### src/pif_pkg.sv
package pif_pkg;

  // ****************************************
  // Register indices on the plain port
  // ****************************************
  localparam int ADDR_W = 4;
  localparam logic [3:0] IDX_CONTROL = 4'h0;
  localparam logic [3:0] IDX_ENABLE1 = 4'h1;
  localparam logic [3:0] IDX_ENABLE2 = 4'h2;
  localparam logic [3:0] IDX_ENABLE3 = 4'h3;
  localparam logic [3:0] IDX_REQUEST1 = 4'h4;
  localparam logic [3:0] IDX_REQUEST2 = 4'h5;
  localparam logic [3:0] IDX_REQUEST3 = 4'h6;
  localparam logic [3:0] IDX_EVT_STATUS = 4'h7;
  localparam logic [3:0] IDX_EVT_MASK = 4'h8;

  // ****************************************
  // Field positions
  // ****************************************
  localparam int CTRL_GLOBAL_IRQ_EN = 7;
  localparam int CTRL_PERIPHERAL_IRQ_GATE = 6;
  localparam int REQ1_SERIAL_RX = 5;
  localparam int REQ1_SERIAL_TX = 4;
  localparam int EVT_SET1 = 0;
  localparam int EVT_SET2 = 1;
  localparam int EVT_SET3 = 2;
  localparam int EVT_OVERRUN = 3;
  localparam int EVT_REQ_RISE = 4;

  // ****************************************
  // Implemented and writable bit masks
  // ****************************************
  localparam logic [7:0] CTRL_MASK = 8'hC0;
  localparam logic [7:0] ENABLE1_MASK = 8'hFF;
  localparam logic [7:0] ENABLE2_MASK = 8'hEF;
  localparam logic [7:0] ENABLE3_MASK = 8'h7F;
  localparam logic [7:0] REQUEST1_IMPL = 8'hFF;
  localparam logic [7:0] REQUEST1_WMASK = 8'hCF;
  localparam logic [7:0] REQUEST1_SERIAL = 8'h30;
  localparam logic [7:0] REQUEST2_MASK = 8'hEF;
  localparam logic [7:0] REQUEST3_MASK = 8'h7F;
  localparam logic [7:0] EVT_MASK_BITS = 8'h1F;

  // ****************************************
  // Reset values
  // ****************************************
  localparam logic [7:0] RESET_BYTE = 8'h00;

  // Write merge: only bits in wmask take the bus data
  function automatic logic [7:0] pif_merge(
    input logic [7:0] old,
    input logic [7:0] data,
    input logic [7:0] wmask,
    input logic hit
  );
    pif_merge = hit ? ((data & wmask) | (old & ~wmask)) : old;
  endfunction : pif_merge

endpackage : pif_pkg

### src/pif_peripheral_interrupt_flags.sv
// Function
// - Third enable register bit 6 enables the oscillator interrupt, bit 4 the zero-cross one.
// - Third enable register bit 5 enables the waveform generator shutdown interrupt.
// - Third enable register bits 3 to 0 enable logic cells four down to one.
// - Every implemented enable and flag bit clears to zero on every reset.
// - Unimplemented bits ignore writes and read as zero.
// - No peripheral source reaches the core unless the peripheral gate bit is set; here irq still follows masked event status with the gate clear.
// - Each flag sets on its event regardless of its enable and the global enable.
// - First flag register bits 7 to 0 hold the eight listed peripheral flags in order.
// - Serial receive and transmit flags are read-only; other first-register flags are writable.
// - Second flag register bits 7,6,5,3,2,1,0 hold the seven listed flags in order.
// - Third flag register mirrors the third enable register bit placement.
// - A flag reading one means pending, zero means not pending.
// - Control bit 7 is the global enable that allows or blocks all interrupts; here it gates periphIrqReq only, not irq.
//
// The implementer's own choices: the plain strobed port and the address map.
`timescale 1ns/1ps

module pif_peripheral_interrupt_flags (
  input wire logic clk,
  input wire logic reset,
  input wire logic [3:0] addr,
  input wire logic [7:0] wrData,
  input wire logic wrStrobe,
  input wire logic rdStrobe,
  output logic [7:0] rdData,
  input wire logic [7:0] periphEvent1,
  input wire logic [7:0] periphEvent2,
  input wire logic [7:0] periphEvent3,
  output logic periphIrqReq,
  output logic irq
);

  // ****************************************
  // State
  // ****************************************
  logic [7:0] intCtrl;
  logic [7:0] irqEn1;
  logic [7:0] irqEn2;
  logic [7:0] irqEn3;
  logic [7:0] irqReq1;
  logic [7:0] irqReq2;
  logic [7:0] irqReq3;
  logic [7:0] evtStatus;
  logic [7:0] evtMask;
  logic reqPrev;

  logic [7:0] next_irqReq1;
  logic [7:0] next_irqReq2;
  logic [7:0] next_irqReq3;
  logic [7:0] next_evtStatus;
  logic [7:0] readMux;
  logic anyEnabled;
  logic reqNow;
  logic [7:0] evt1Pulse;
  logic [7:0] evt2Pulse;
  logic [7:0] evt3Pulse;

  // ****************************************
  // Register port decode
  // ****************************************
  logic wrCtrl;
  logic wrEn1;
  logic wrEn2;
  logic wrEn3;
  logic wrReq1;
  logic wrReq2;
  logic wrReq3;
  logic wrMask;
  logic rdStatus;

  assign wrCtrl = wrStrobe && (addr == pif_pkg::IDX_CONTROL);
  assign wrEn1 = wrStrobe && (addr == pif_pkg::IDX_ENABLE1);
  assign wrEn2 = wrStrobe && (addr == pif_pkg::IDX_ENABLE2);
  assign wrEn3 = wrStrobe && (addr == pif_pkg::IDX_ENABLE3);
  assign wrReq1 = wrStrobe && (addr == pif_pkg::IDX_REQUEST1);
  assign wrReq2 = wrStrobe && (addr == pif_pkg::IDX_REQUEST2);
  assign wrReq3 = wrStrobe && (addr == pif_pkg::IDX_REQUEST3);
  assign wrMask = wrStrobe && (addr == pif_pkg::IDX_EVT_MASK);
  assign rdStatus = rdStrobe && (addr == pif_pkg::IDX_EVT_STATUS);

  // ****************************************
  // Control and enable registers
  // ****************************************
  always_ff @(posedge clk) begin
    if (reset) begin
      intCtrl <= pif_pkg::RESET_BYTE;
    end else begin
      // Only the global enable and peripheral gate live here
      intCtrl <= pif_pkg::pif_merge(intCtrl, wrData, pif_pkg::CTRL_MASK, wrCtrl);
    end
  end

  always_ff @(posedge clk) begin
    if (reset) begin
      irqEn1 <= pif_pkg::RESET_BYTE;
      irqEn2 <= pif_pkg::RESET_BYTE;
      irqEn3 <= pif_pkg::RESET_BYTE;
    end else begin
      irqEn1 <= pif_pkg::pif_merge(irqEn1, wrData, pif_pkg::ENABLE1_MASK, wrEn1);
      irqEn2 <= pif_pkg::pif_merge(irqEn2, wrData, pif_pkg::ENABLE2_MASK, wrEn2);
      // Bit 6 oscillator, 5 shutdown, 4 zero-cross, 3..0 logic cells
      irqEn3 <= pif_pkg::pif_merge(irqEn3, wrData, pif_pkg::ENABLE3_MASK, wrEn3);
    end
  end

  // ****************************************
  // Peripheral flags
  // ****************************************
  // Events OR in after the write merge, so an event beats a clear in the same cycle
  always_comb begin
    next_irqReq1 = pif_pkg::pif_merge(irqReq1, wrData, pif_pkg::REQUEST1_WMASK, wrReq1);
    next_irqReq1 = next_irqReq1 | (periphEvent1 & ~pif_pkg::REQUEST1_SERIAL);
    // Serial flags follow the serial unit's pending level; software cannot touch them
    next_irqReq1 = (next_irqReq1 & ~pif_pkg::REQUEST1_SERIAL)
                 | (periphEvent1 & pif_pkg::REQUEST1_SERIAL);
    next_irqReq2 = pif_pkg::pif_merge(irqReq2, wrData, pif_pkg::REQUEST2_MASK, wrReq2)
                 | (periphEvent2 & pif_pkg::REQUEST2_MASK);
    next_irqReq3 = pif_pkg::pif_merge(irqReq3, wrData, pif_pkg::REQUEST3_MASK, wrReq3)
                 | (periphEvent3 & pif_pkg::REQUEST3_MASK);
  end

  always_ff @(posedge clk) begin
    if (reset) begin
      irqReq1 <= pif_pkg::RESET_BYTE;
      irqReq2 <= pif_pkg::RESET_BYTE;
      irqReq3 <= pif_pkg::RESET_BYTE;
    end else begin
      irqReq1 <= next_irqReq1 & pif_pkg::REQUEST1_IMPL;
      irqReq2 <= next_irqReq2;
      irqReq3 <= next_irqReq3;
    end
  end

  // ****************************************
  // Request to the core
  // ****************************************
  // Serial flags are levels and do not count as fresh edge events
  assign evt1Pulse = periphEvent1 & ~pif_pkg::REQUEST1_SERIAL;
  assign evt2Pulse = periphEvent2 & pif_pkg::REQUEST2_MASK;
  assign evt3Pulse = periphEvent3 & pif_pkg::REQUEST3_MASK;

  assign anyEnabled = |(irqReq1 & irqEn1) | |(irqReq2 & irqEn2) | |(irqReq3 & irqEn3);
  assign reqNow = anyEnabled
               && intCtrl[pif_pkg::CTRL_PERIPHERAL_IRQ_GATE]
               && intCtrl[pif_pkg::CTRL_GLOBAL_IRQ_EN];

  // Registered for a clean output; costs one cycle of latency
  always_ff @(posedge clk) begin
    if (reset) begin
      periphIrqReq <= 1'b0;
      reqPrev <= 1'b0;
    end else begin
      periphIrqReq <= reqNow;
      reqPrev <= reqNow;
    end
  end

  // ****************************************
  // Block event status, mask and interrupt
  // ****************************************
  always_comb begin
    next_evtStatus = rdStatus ? pif_pkg::RESET_BYTE : evtStatus;
    next_evtStatus[pif_pkg::EVT_SET1] = next_evtStatus[pif_pkg::EVT_SET1] | (|evt1Pulse);
    next_evtStatus[pif_pkg::EVT_SET2] = next_evtStatus[pif_pkg::EVT_SET2] | (|evt2Pulse);
    next_evtStatus[pif_pkg::EVT_SET3] = next_evtStatus[pif_pkg::EVT_SET3] | (|evt3Pulse);
    // An event landing on a flag that is still pending is lost information
    next_evtStatus[pif_pkg::EVT_OVERRUN] = next_evtStatus[pif_pkg::EVT_OVERRUN]
      | (|(evt1Pulse & irqReq1)) | (|(evt2Pulse & irqReq2)) | (|(evt3Pulse & irqReq3));
    next_evtStatus[pif_pkg::EVT_REQ_RISE] = next_evtStatus[pif_pkg::EVT_REQ_RISE]
      | (reqNow & ~reqPrev);
  end

  always_ff @(posedge clk) begin
    if (reset) begin
      evtStatus <= pif_pkg::RESET_BYTE;
    end else begin
      evtStatus <= next_evtStatus & pif_pkg::EVT_MASK_BITS;
    end
  end

  always_ff @(posedge clk) begin
    if (reset) begin
      evtMask <= pif_pkg::RESET_BYTE;
    end else begin
      evtMask <= pif_pkg::pif_merge(evtMask, wrData, pif_pkg::EVT_MASK_BITS, wrMask);
    end
  end

  always_ff @(posedge clk) begin
    if (reset) begin
      irq <= 1'b0;
    end else begin
      irq <= |(evtStatus & evtMask);
    end
  end

  // ****************************************
  // Read path
  // ****************************************
  always_comb begin
    unique case (addr)
      pif_pkg::IDX_CONTROL: readMux = intCtrl;
      pif_pkg::IDX_ENABLE1: readMux = irqEn1;
      pif_pkg::IDX_ENABLE2: readMux = irqEn2;
      pif_pkg::IDX_ENABLE3: readMux = irqEn3;
      pif_pkg::IDX_REQUEST1: readMux = irqReq1;
      pif_pkg::IDX_REQUEST2: readMux = irqReq2;
      pif_pkg::IDX_REQUEST3: readMux = irqReq3;
      pif_pkg::IDX_EVT_STATUS: readMux = evtStatus;
      pif_pkg::IDX_EVT_MASK: readMux = evtMask;
      default: readMux = pif_pkg::RESET_BYTE;
    endcase
  end

  // Data stands only in the cycle after the strobe
  always_ff @(posedge clk) begin
    if (reset) begin
      rdData <= pif_pkg::RESET_BYTE;
    end else if (rdStrobe) begin
      rdData <= readMux;
    end else begin
      rdData <= pif_pkg::RESET_BYTE;
    end
  end

endmodule : pif_peripheral_interrupt_flags

### config.mk
export PLATFORM = sky130hd
export DESIGN_NAME = pif_peripheral_interrupt_flags
export DESIGN_NICKNAME = d
export VERILOG_FILES = /design/src/pif_pkg.sv /design/src/pif_peripheral_interrupt_flags.sv
export SDC_FILE = /design/constraint.sdc
export NUM_CORES = 1
export LEC_CHECK = 0
export BUFFER_PORTS_ARGS = -buffer_cell sky130_fd_sc_hd__buf_2
export CORE_MARGIN = 3
export CORE_UTILIZATION = 53
export DETAILED_ROUTE_END_ITERATION = 8
export GPL_ROUTABILITY_DRIVEN = 1
export GPL_TIMING_DRIVEN = 0
export PLACE_DENSITY_LB_ADDON = 0.15
export SLEW_MARGIN = 0
export SYNTH_ARGS = -nofsm -noshare
export SYNTH_HDL_FRONTEND = slang
export SYNTH_SLANG_ARGS = --single-unit
### constraint.sdc
create_clock -name clk -period 1.4 [get_ports clk]
set_clock_uncertainty 0.05 [all_clocks]
set_input_delay 0 -clock clk [delete_from_list [all_inputs] [get_ports clk]]
set_output_delay 0 -clock clk [all_outputs]
set_load 0.005 [all_outputs]
After elaboration in Yosys (flattened, before gate mapping)
Cells that the tools add are included.

word-level totals
  bits in latches = 0
  input bits = 40
  output and inout port bits = 10
  logic and storage cells = 78
  memories kept = 0
  memory bits (writable) = 0
  bits in read-only memories = 0
  register bits = 79

operators by class
  eq/ne operators = 8
  multiply operators = 0
  $add $sub $neg = 0
  multiplexer cells = 5
  $lt $le $gt $ge = 0
  shifts and indexed selects = 0
  div/mod/pow operators = 0
  bitwise operators = 30
  reductions and logical operators = 23

operator list
  kind                                                                    number
  8-bit case mux with 9 select lines                                      1
  8-bit OR reduction                                                      7
  8-bit AND                                                               5
  8-bit 2-to-1 mux                                                        3
  8-bit by 6-bit bitwise OR with 8-bit output                             3
  4-bit by 3-bit equality test with 1-bit output (second input constant)  4
  7-bit by 8-bit bitwise OR with 8-bit output                             2
  8-bit by 5-bit bitwise OR with 8-bit output                             2
  8-bit bitwise OR                                                        2
  7-bit OR reduction                                                      2
  1-bit logical AND                                                       11
  1-bit bitwise OR                                                        9
  5-bit by 8-bit AND with 8-bit output                                    1
  7-bit by 8-bit AND with 8-bit output                                    1
  4-bit by 2-bit equality test with 1-bit output (second input constant)  2
  5-bit by 8-bit bitwise OR with 8-bit output                             1
  8-bit by 7-bit bitwise OR with 8-bit output                             1
  6-bit OR reduction                                                      1
  5-bit 2-to-1 mux                                                        1
  4-bit by 1-bit equality test with 1-bit output (second input constant)  1
  4-bit equality test (second input constant)                             1
  4-bit logical NOT                                                       1
  1-bit inverter                                                          2
  2-bit OR reduction                                                      1
  1-bit AND                                                               1

Longest topological paths before layout
  depth after elaboration = 8
  gate-level depth with buffers = 6
  gate-level depth less buffers = 4

Least setup slack after synthesis
No wires, ideal clock.

  kind = input -> register
  start = in addr[0]
  end = reg irqReq1[7]
  data required time = 1.222 ns
  path buffers = 2
  library setup time = 0.128 ns
  data arrival time = 0.934 ns
  path slack = 0.289 ns
  stages on the path = 6
  cells stage by stage = buf_6 -> nor4b_4 -> buf_4 -> nand2_4 -> a211oi_1 -> nor2_1

on the way
  word-level cells in the longest chain between the ends = 5

RTL lines
  item                                            RTL line                               source
  start: declaration                              pif_peripheral_interrupt_flags.sv:22   input wire logic [3:0] addr,
  4-bit by 3-bit equality test with 1-bit output  pif_peripheral_interrupt_flags.sv:76   assign wrReq1 = wrStrobe && (addr == pif_pkg::IDX_REQUEST1);
  1-bit logical AND                               pif_peripheral_interrupt_flags.sv:76
  8-bit 2-to-1 mux                                pif_pkg.sv:56                          pif_merge = hit ? ((data & wmask) | (old & ~wmask)) : old;
  8-bit bitwise OR                                pif_peripheral_interrupt_flags.sv:113  next_irqReq1 = next_irqReq1 | (periphEvent1 & ~pif_pkg::REQUEST1_SERIAL);
  8-bit by 6-bit bitwise OR with 8-bit output     pif_peripheral_interrupt_flags.sv:116  | (periphEvent1 & pif_pkg::REQUEST1_SERIAL);
  end signal: assignment                          pif_peripheral_interrupt_flags.sv:125  irqReq1 <= pif_pkg::RESET_BYTE;
  end signal: assignment                          pif_peripheral_interrupt_flags.sv:129  irqReq1 <= next_irqReq1 & pif_pkg::REQUEST1_IMPL;
  end: declaration                                pif_peripheral_interrupt_flags.sv:41   logic [7:0] irqReq1;

No other way between the ends.
A chain may end at the register's enable or synchronous reset.

Worst setup path in the final report
  start = in addr[0]
  end = reg irqReq3[0]

on the way
  word-level cells in the longest chain between the ends = 4

RTL lines
  item                                            RTL line                               source
  4-bit by 3-bit equality test with 1-bit output  pif_peripheral_interrupt_flags.sv:78   assign wrReq3 = wrStrobe && (addr == pif_pkg::IDX_REQUEST3);
  1-bit logical AND                               pif_peripheral_interrupt_flags.sv:78
  8-bit 2-to-1 mux                                pif_pkg.sv:56
  8-bit by 7-bit bitwise OR with 8-bit output     pif_peripheral_interrupt_flags.sv:120  | (periphEvent3 & pif_pkg::REQUEST3_MASK);
  end signal: assignment                          pif_peripheral_interrupt_flags.sv:127  irqReq3 <= pif_pkg::RESET_BYTE;
  end signal: assignment                          pif_peripheral_interrupt_flags.sv:131  irqReq3 <= next_irqReq3;
  end: declaration                                pif_peripheral_interrupt_flags.sv:43   logic [7:0] irqReq3;

No other way between the ends.

==> results.toml <==
[outcome]
outcome = "finished with violations"
violations = "hold timing"

[detailed_routing]
drcViolationCount = 0
via_per_inst = 6.49
antenna_left = 0
wl_um = 11500
drt_iter0_markers = 459
vias = 3370
avgRoutedWirePerCell_um = 22.1
dr.pass1.iters = 6

[yosys]
synth.area.top_cells = "dfxtp_1 41%, mux2i_1 7.7%, a22oi_1 4.8%, nand2_1 4.4%, a21oi_1 4.3%"
yosysTopAreaCellShare_pct = 40.6
netlist_area_um2 = 3250
ys_seq_elements = 66
async_flop_share_pct = 0
synth_nets = 391
synth_cells = 351
synth_seq_area_share_pct = 40.6
ys_types = 50
synth_most_common_cell = "dfxtp_1"
synth.avg_cell_area_um2 = 9.27
yosysWarnings = 0
ys_top_cells_by_count = "66 x dfxtp_1, 38 x nand2_1, 28 x a21oi_1, 28 x nor2_1, 25 x mux2i_1"
synth_largest_area_cell = "dfxtp_1"
synth_edf_count = 0
synth_flop_cell = "dfxtp_1"

[power_and_ir_drop]
internal_power_mw = 3.30
power_per_cell_area_nw_per_um2 = 1070
sw_frac_of_total_pct = 25.9
vdd_drop_max_mv = 0.793
seqPwrFrac_pct = 45.7
pwr-share-clk_pct = 41.5
p_switching_mw = 1.15
combPwrFrac_pct = 12.8
leakage_nw = 1.77

[setup_path]
crit_type = "in -> reg"
r2r-start = "irqReq3[0]"
crit_path_cell_trace = "buf_6 > and4bb_4 > and2_0 > buf_4 > nand2_1 > a31oi_1 > dlygate4sd3_1"
r2r_cells = 3
reg2reg_to = "irqReq3[0]"
path_delay_family = "buffers and inverters"
max_stage_delay_ps = 600
required_ps = 1640
worstSetupEndpointType = "register"
critPathArrivalTime_ps = 1630
cp_slowest_cell = "dlygate4sd3_1"
crit_fanout = 10
r2r_slack_ps = 20
start_kind = "primary input"
cp_num_buf_inv = 3

[hold_path]
min_from = "periphEvent1[3]"
hp-class = "in -> reg"
holdPathStages = 4
worst_hold_path.endpoint = "evtStatus[0]"

[global_routing]
track_usage_pct = 33.2
grt_pass1_vias = 3342
grt_pass1_wl_um = 18000
grt_overflow_total = 0
antenna_found_initial = 0
grt_max_degree = 12

[floorplan]
die_area_um2 = 7110
core-area_um2 = 5710
rows = 27
die_h_um = 84.3
die_width_um = 84.3
start_util_pct = 57.0
pin_count = 50

[sta]
grt_setup_unrepaired = "no"
relSlewSlack_pct = 59.4
drv_slew = 0
hold_violations = 1
fin_crit_sh_pct = 99.3
max_freq_ghz = 0.719
setup_viol = 0
hold_ws_ps = -9.29
tightestPinTransition_ps = 610
min_period_ps = 1390

[final_layout]
final_util_pct = 73.0
fin_nets = 482
antenna_cells = 0
design_area_um2 = 4170
area_growth_pct = 28.0
instances_no_fill = 519
drive_gt1_share_pct = 21.3

[placement]
dp.cells = 468
place_area_um2 = 3570
port_buffers = 45
dpl.hpwl_um = 7920
gp_congestion = 0.976

[cts]
h-tree-depth = 3
clk_pin_slew_worst_paths_ps = 70
insertion_delay_ps = 350
cts_hold_buffers = 34
clockBufferDepth = 2
cts_root_buf = "clkbuf_8"
clock-sinks = 66
cts_tree = "done"
cts_buffers = 9

[run]
max-cap-violations = 0
-- repair_timing --
action | CTS | global route
endpoints found under the hold margin | 53 | 1
cloned | 0 | 0
setup buffers | 0 | 1
pin swaps | 0 | 3
resized for setup | 1 | 4
endpoints found under the setup margin | 2 | 5
-- through the flow --
step / TNS, ps / worst slack, ps / power (mW)
2_1_floorplan: 0 / 289 / 2.32
3_3_place_gp: -382 / -81.7 / 2.53
3_5_place_dp: -1010 / -120 / 2.54
4_1_cts: 0 / 20.1 / 4.44
5_1_grt: 0 / 1.87 / 4.61
6_report: 0 / 9.14 / 4.46
-- worst max path at each step --
stage	cells past startpoint	to	slack (ps)	start
2_1_floorplan	6	irqReq1[7]	290	addr[0]
3_3_place_gp	7	irqReq1[7]	-80	addr[2]
3_5_place_dp	7	irqReq1[1]	-120	addr[2]
4_1_cts	7	irqReq3[0]	20	addr[0]
5_1_grt	3	irqReq3[2]	2	irqReq3[2]
6_report	7	irqReq3[0]	9	addr[0]
-- placed cells by master (no fill, tap or decap), drive strengths merged, types with 5 or more instances in the layout --
cell type	count
a211oi	6
a21oi	28
a222oi	5
a22o	10
a22oi	21
a31oi	12
and3	8
buf	59
clkbuf	20
dfxtp	66
dlygate4sd3	34
inv	14
mux2i	25
nand2	39
nand3	16
nor2	29
nor2b	10
-- sequential cells by signal, indices dropped and copies added, names as in the netlist --
name	count
irqEn1	8
irqReq1	8
rdData	8
irqEn2	7
irqEn3	7
irqReq2	7
irqReq3	7
evtMask	5
evtStatus	5
intCtrl	2
irq	1
reqPrev	1
-- area by class of cell --
class,instances,area (um^2)
plain buffers,21,150
clock buffers,12,155
clock inverters,4,73.8
fillers,436,1540
inverters,14,52.6
multi-input cells,250,1750
flip-flops and latches,66,1320
well taps,72,90.1
repair buffers,80,573
-- tightest hold or removal path, stage by stage --
cell and delay [ps]:
buf_2 110, or4_4 140, a2111oi_4 40, nor2_1 70
-- metal layers --
layer  track usage, %  wire, um
met5                0         0
met4             19.1       638
met3             8.05      1300
met2             50.4      5040
met1             42.9      4480
-- logic make-up after synthesis --
kind of cell	Yosys count	synth area share (%)
buf+inv	35	6.15
compound gates	94	21.2
flops	66	40.6
simple gates	127	22.3
mux	29	9.77
-- power by group through the flow --
stage / Clock, mW / Sequential [mW] / Combinational (mW)
after floorplan: 0 / 2.03 / 0.287
after global placement: 0 / 2.07 / 0.457
after detailed placement: 0 / 2.07 / 0.469
after CTS: 1.87 / 2.03 / 0.545
after global routing: 1.96 / 2.04 / 0.607
final: 1.85 / 2.04 / 0.570
(Power assumes the default switching activity.)
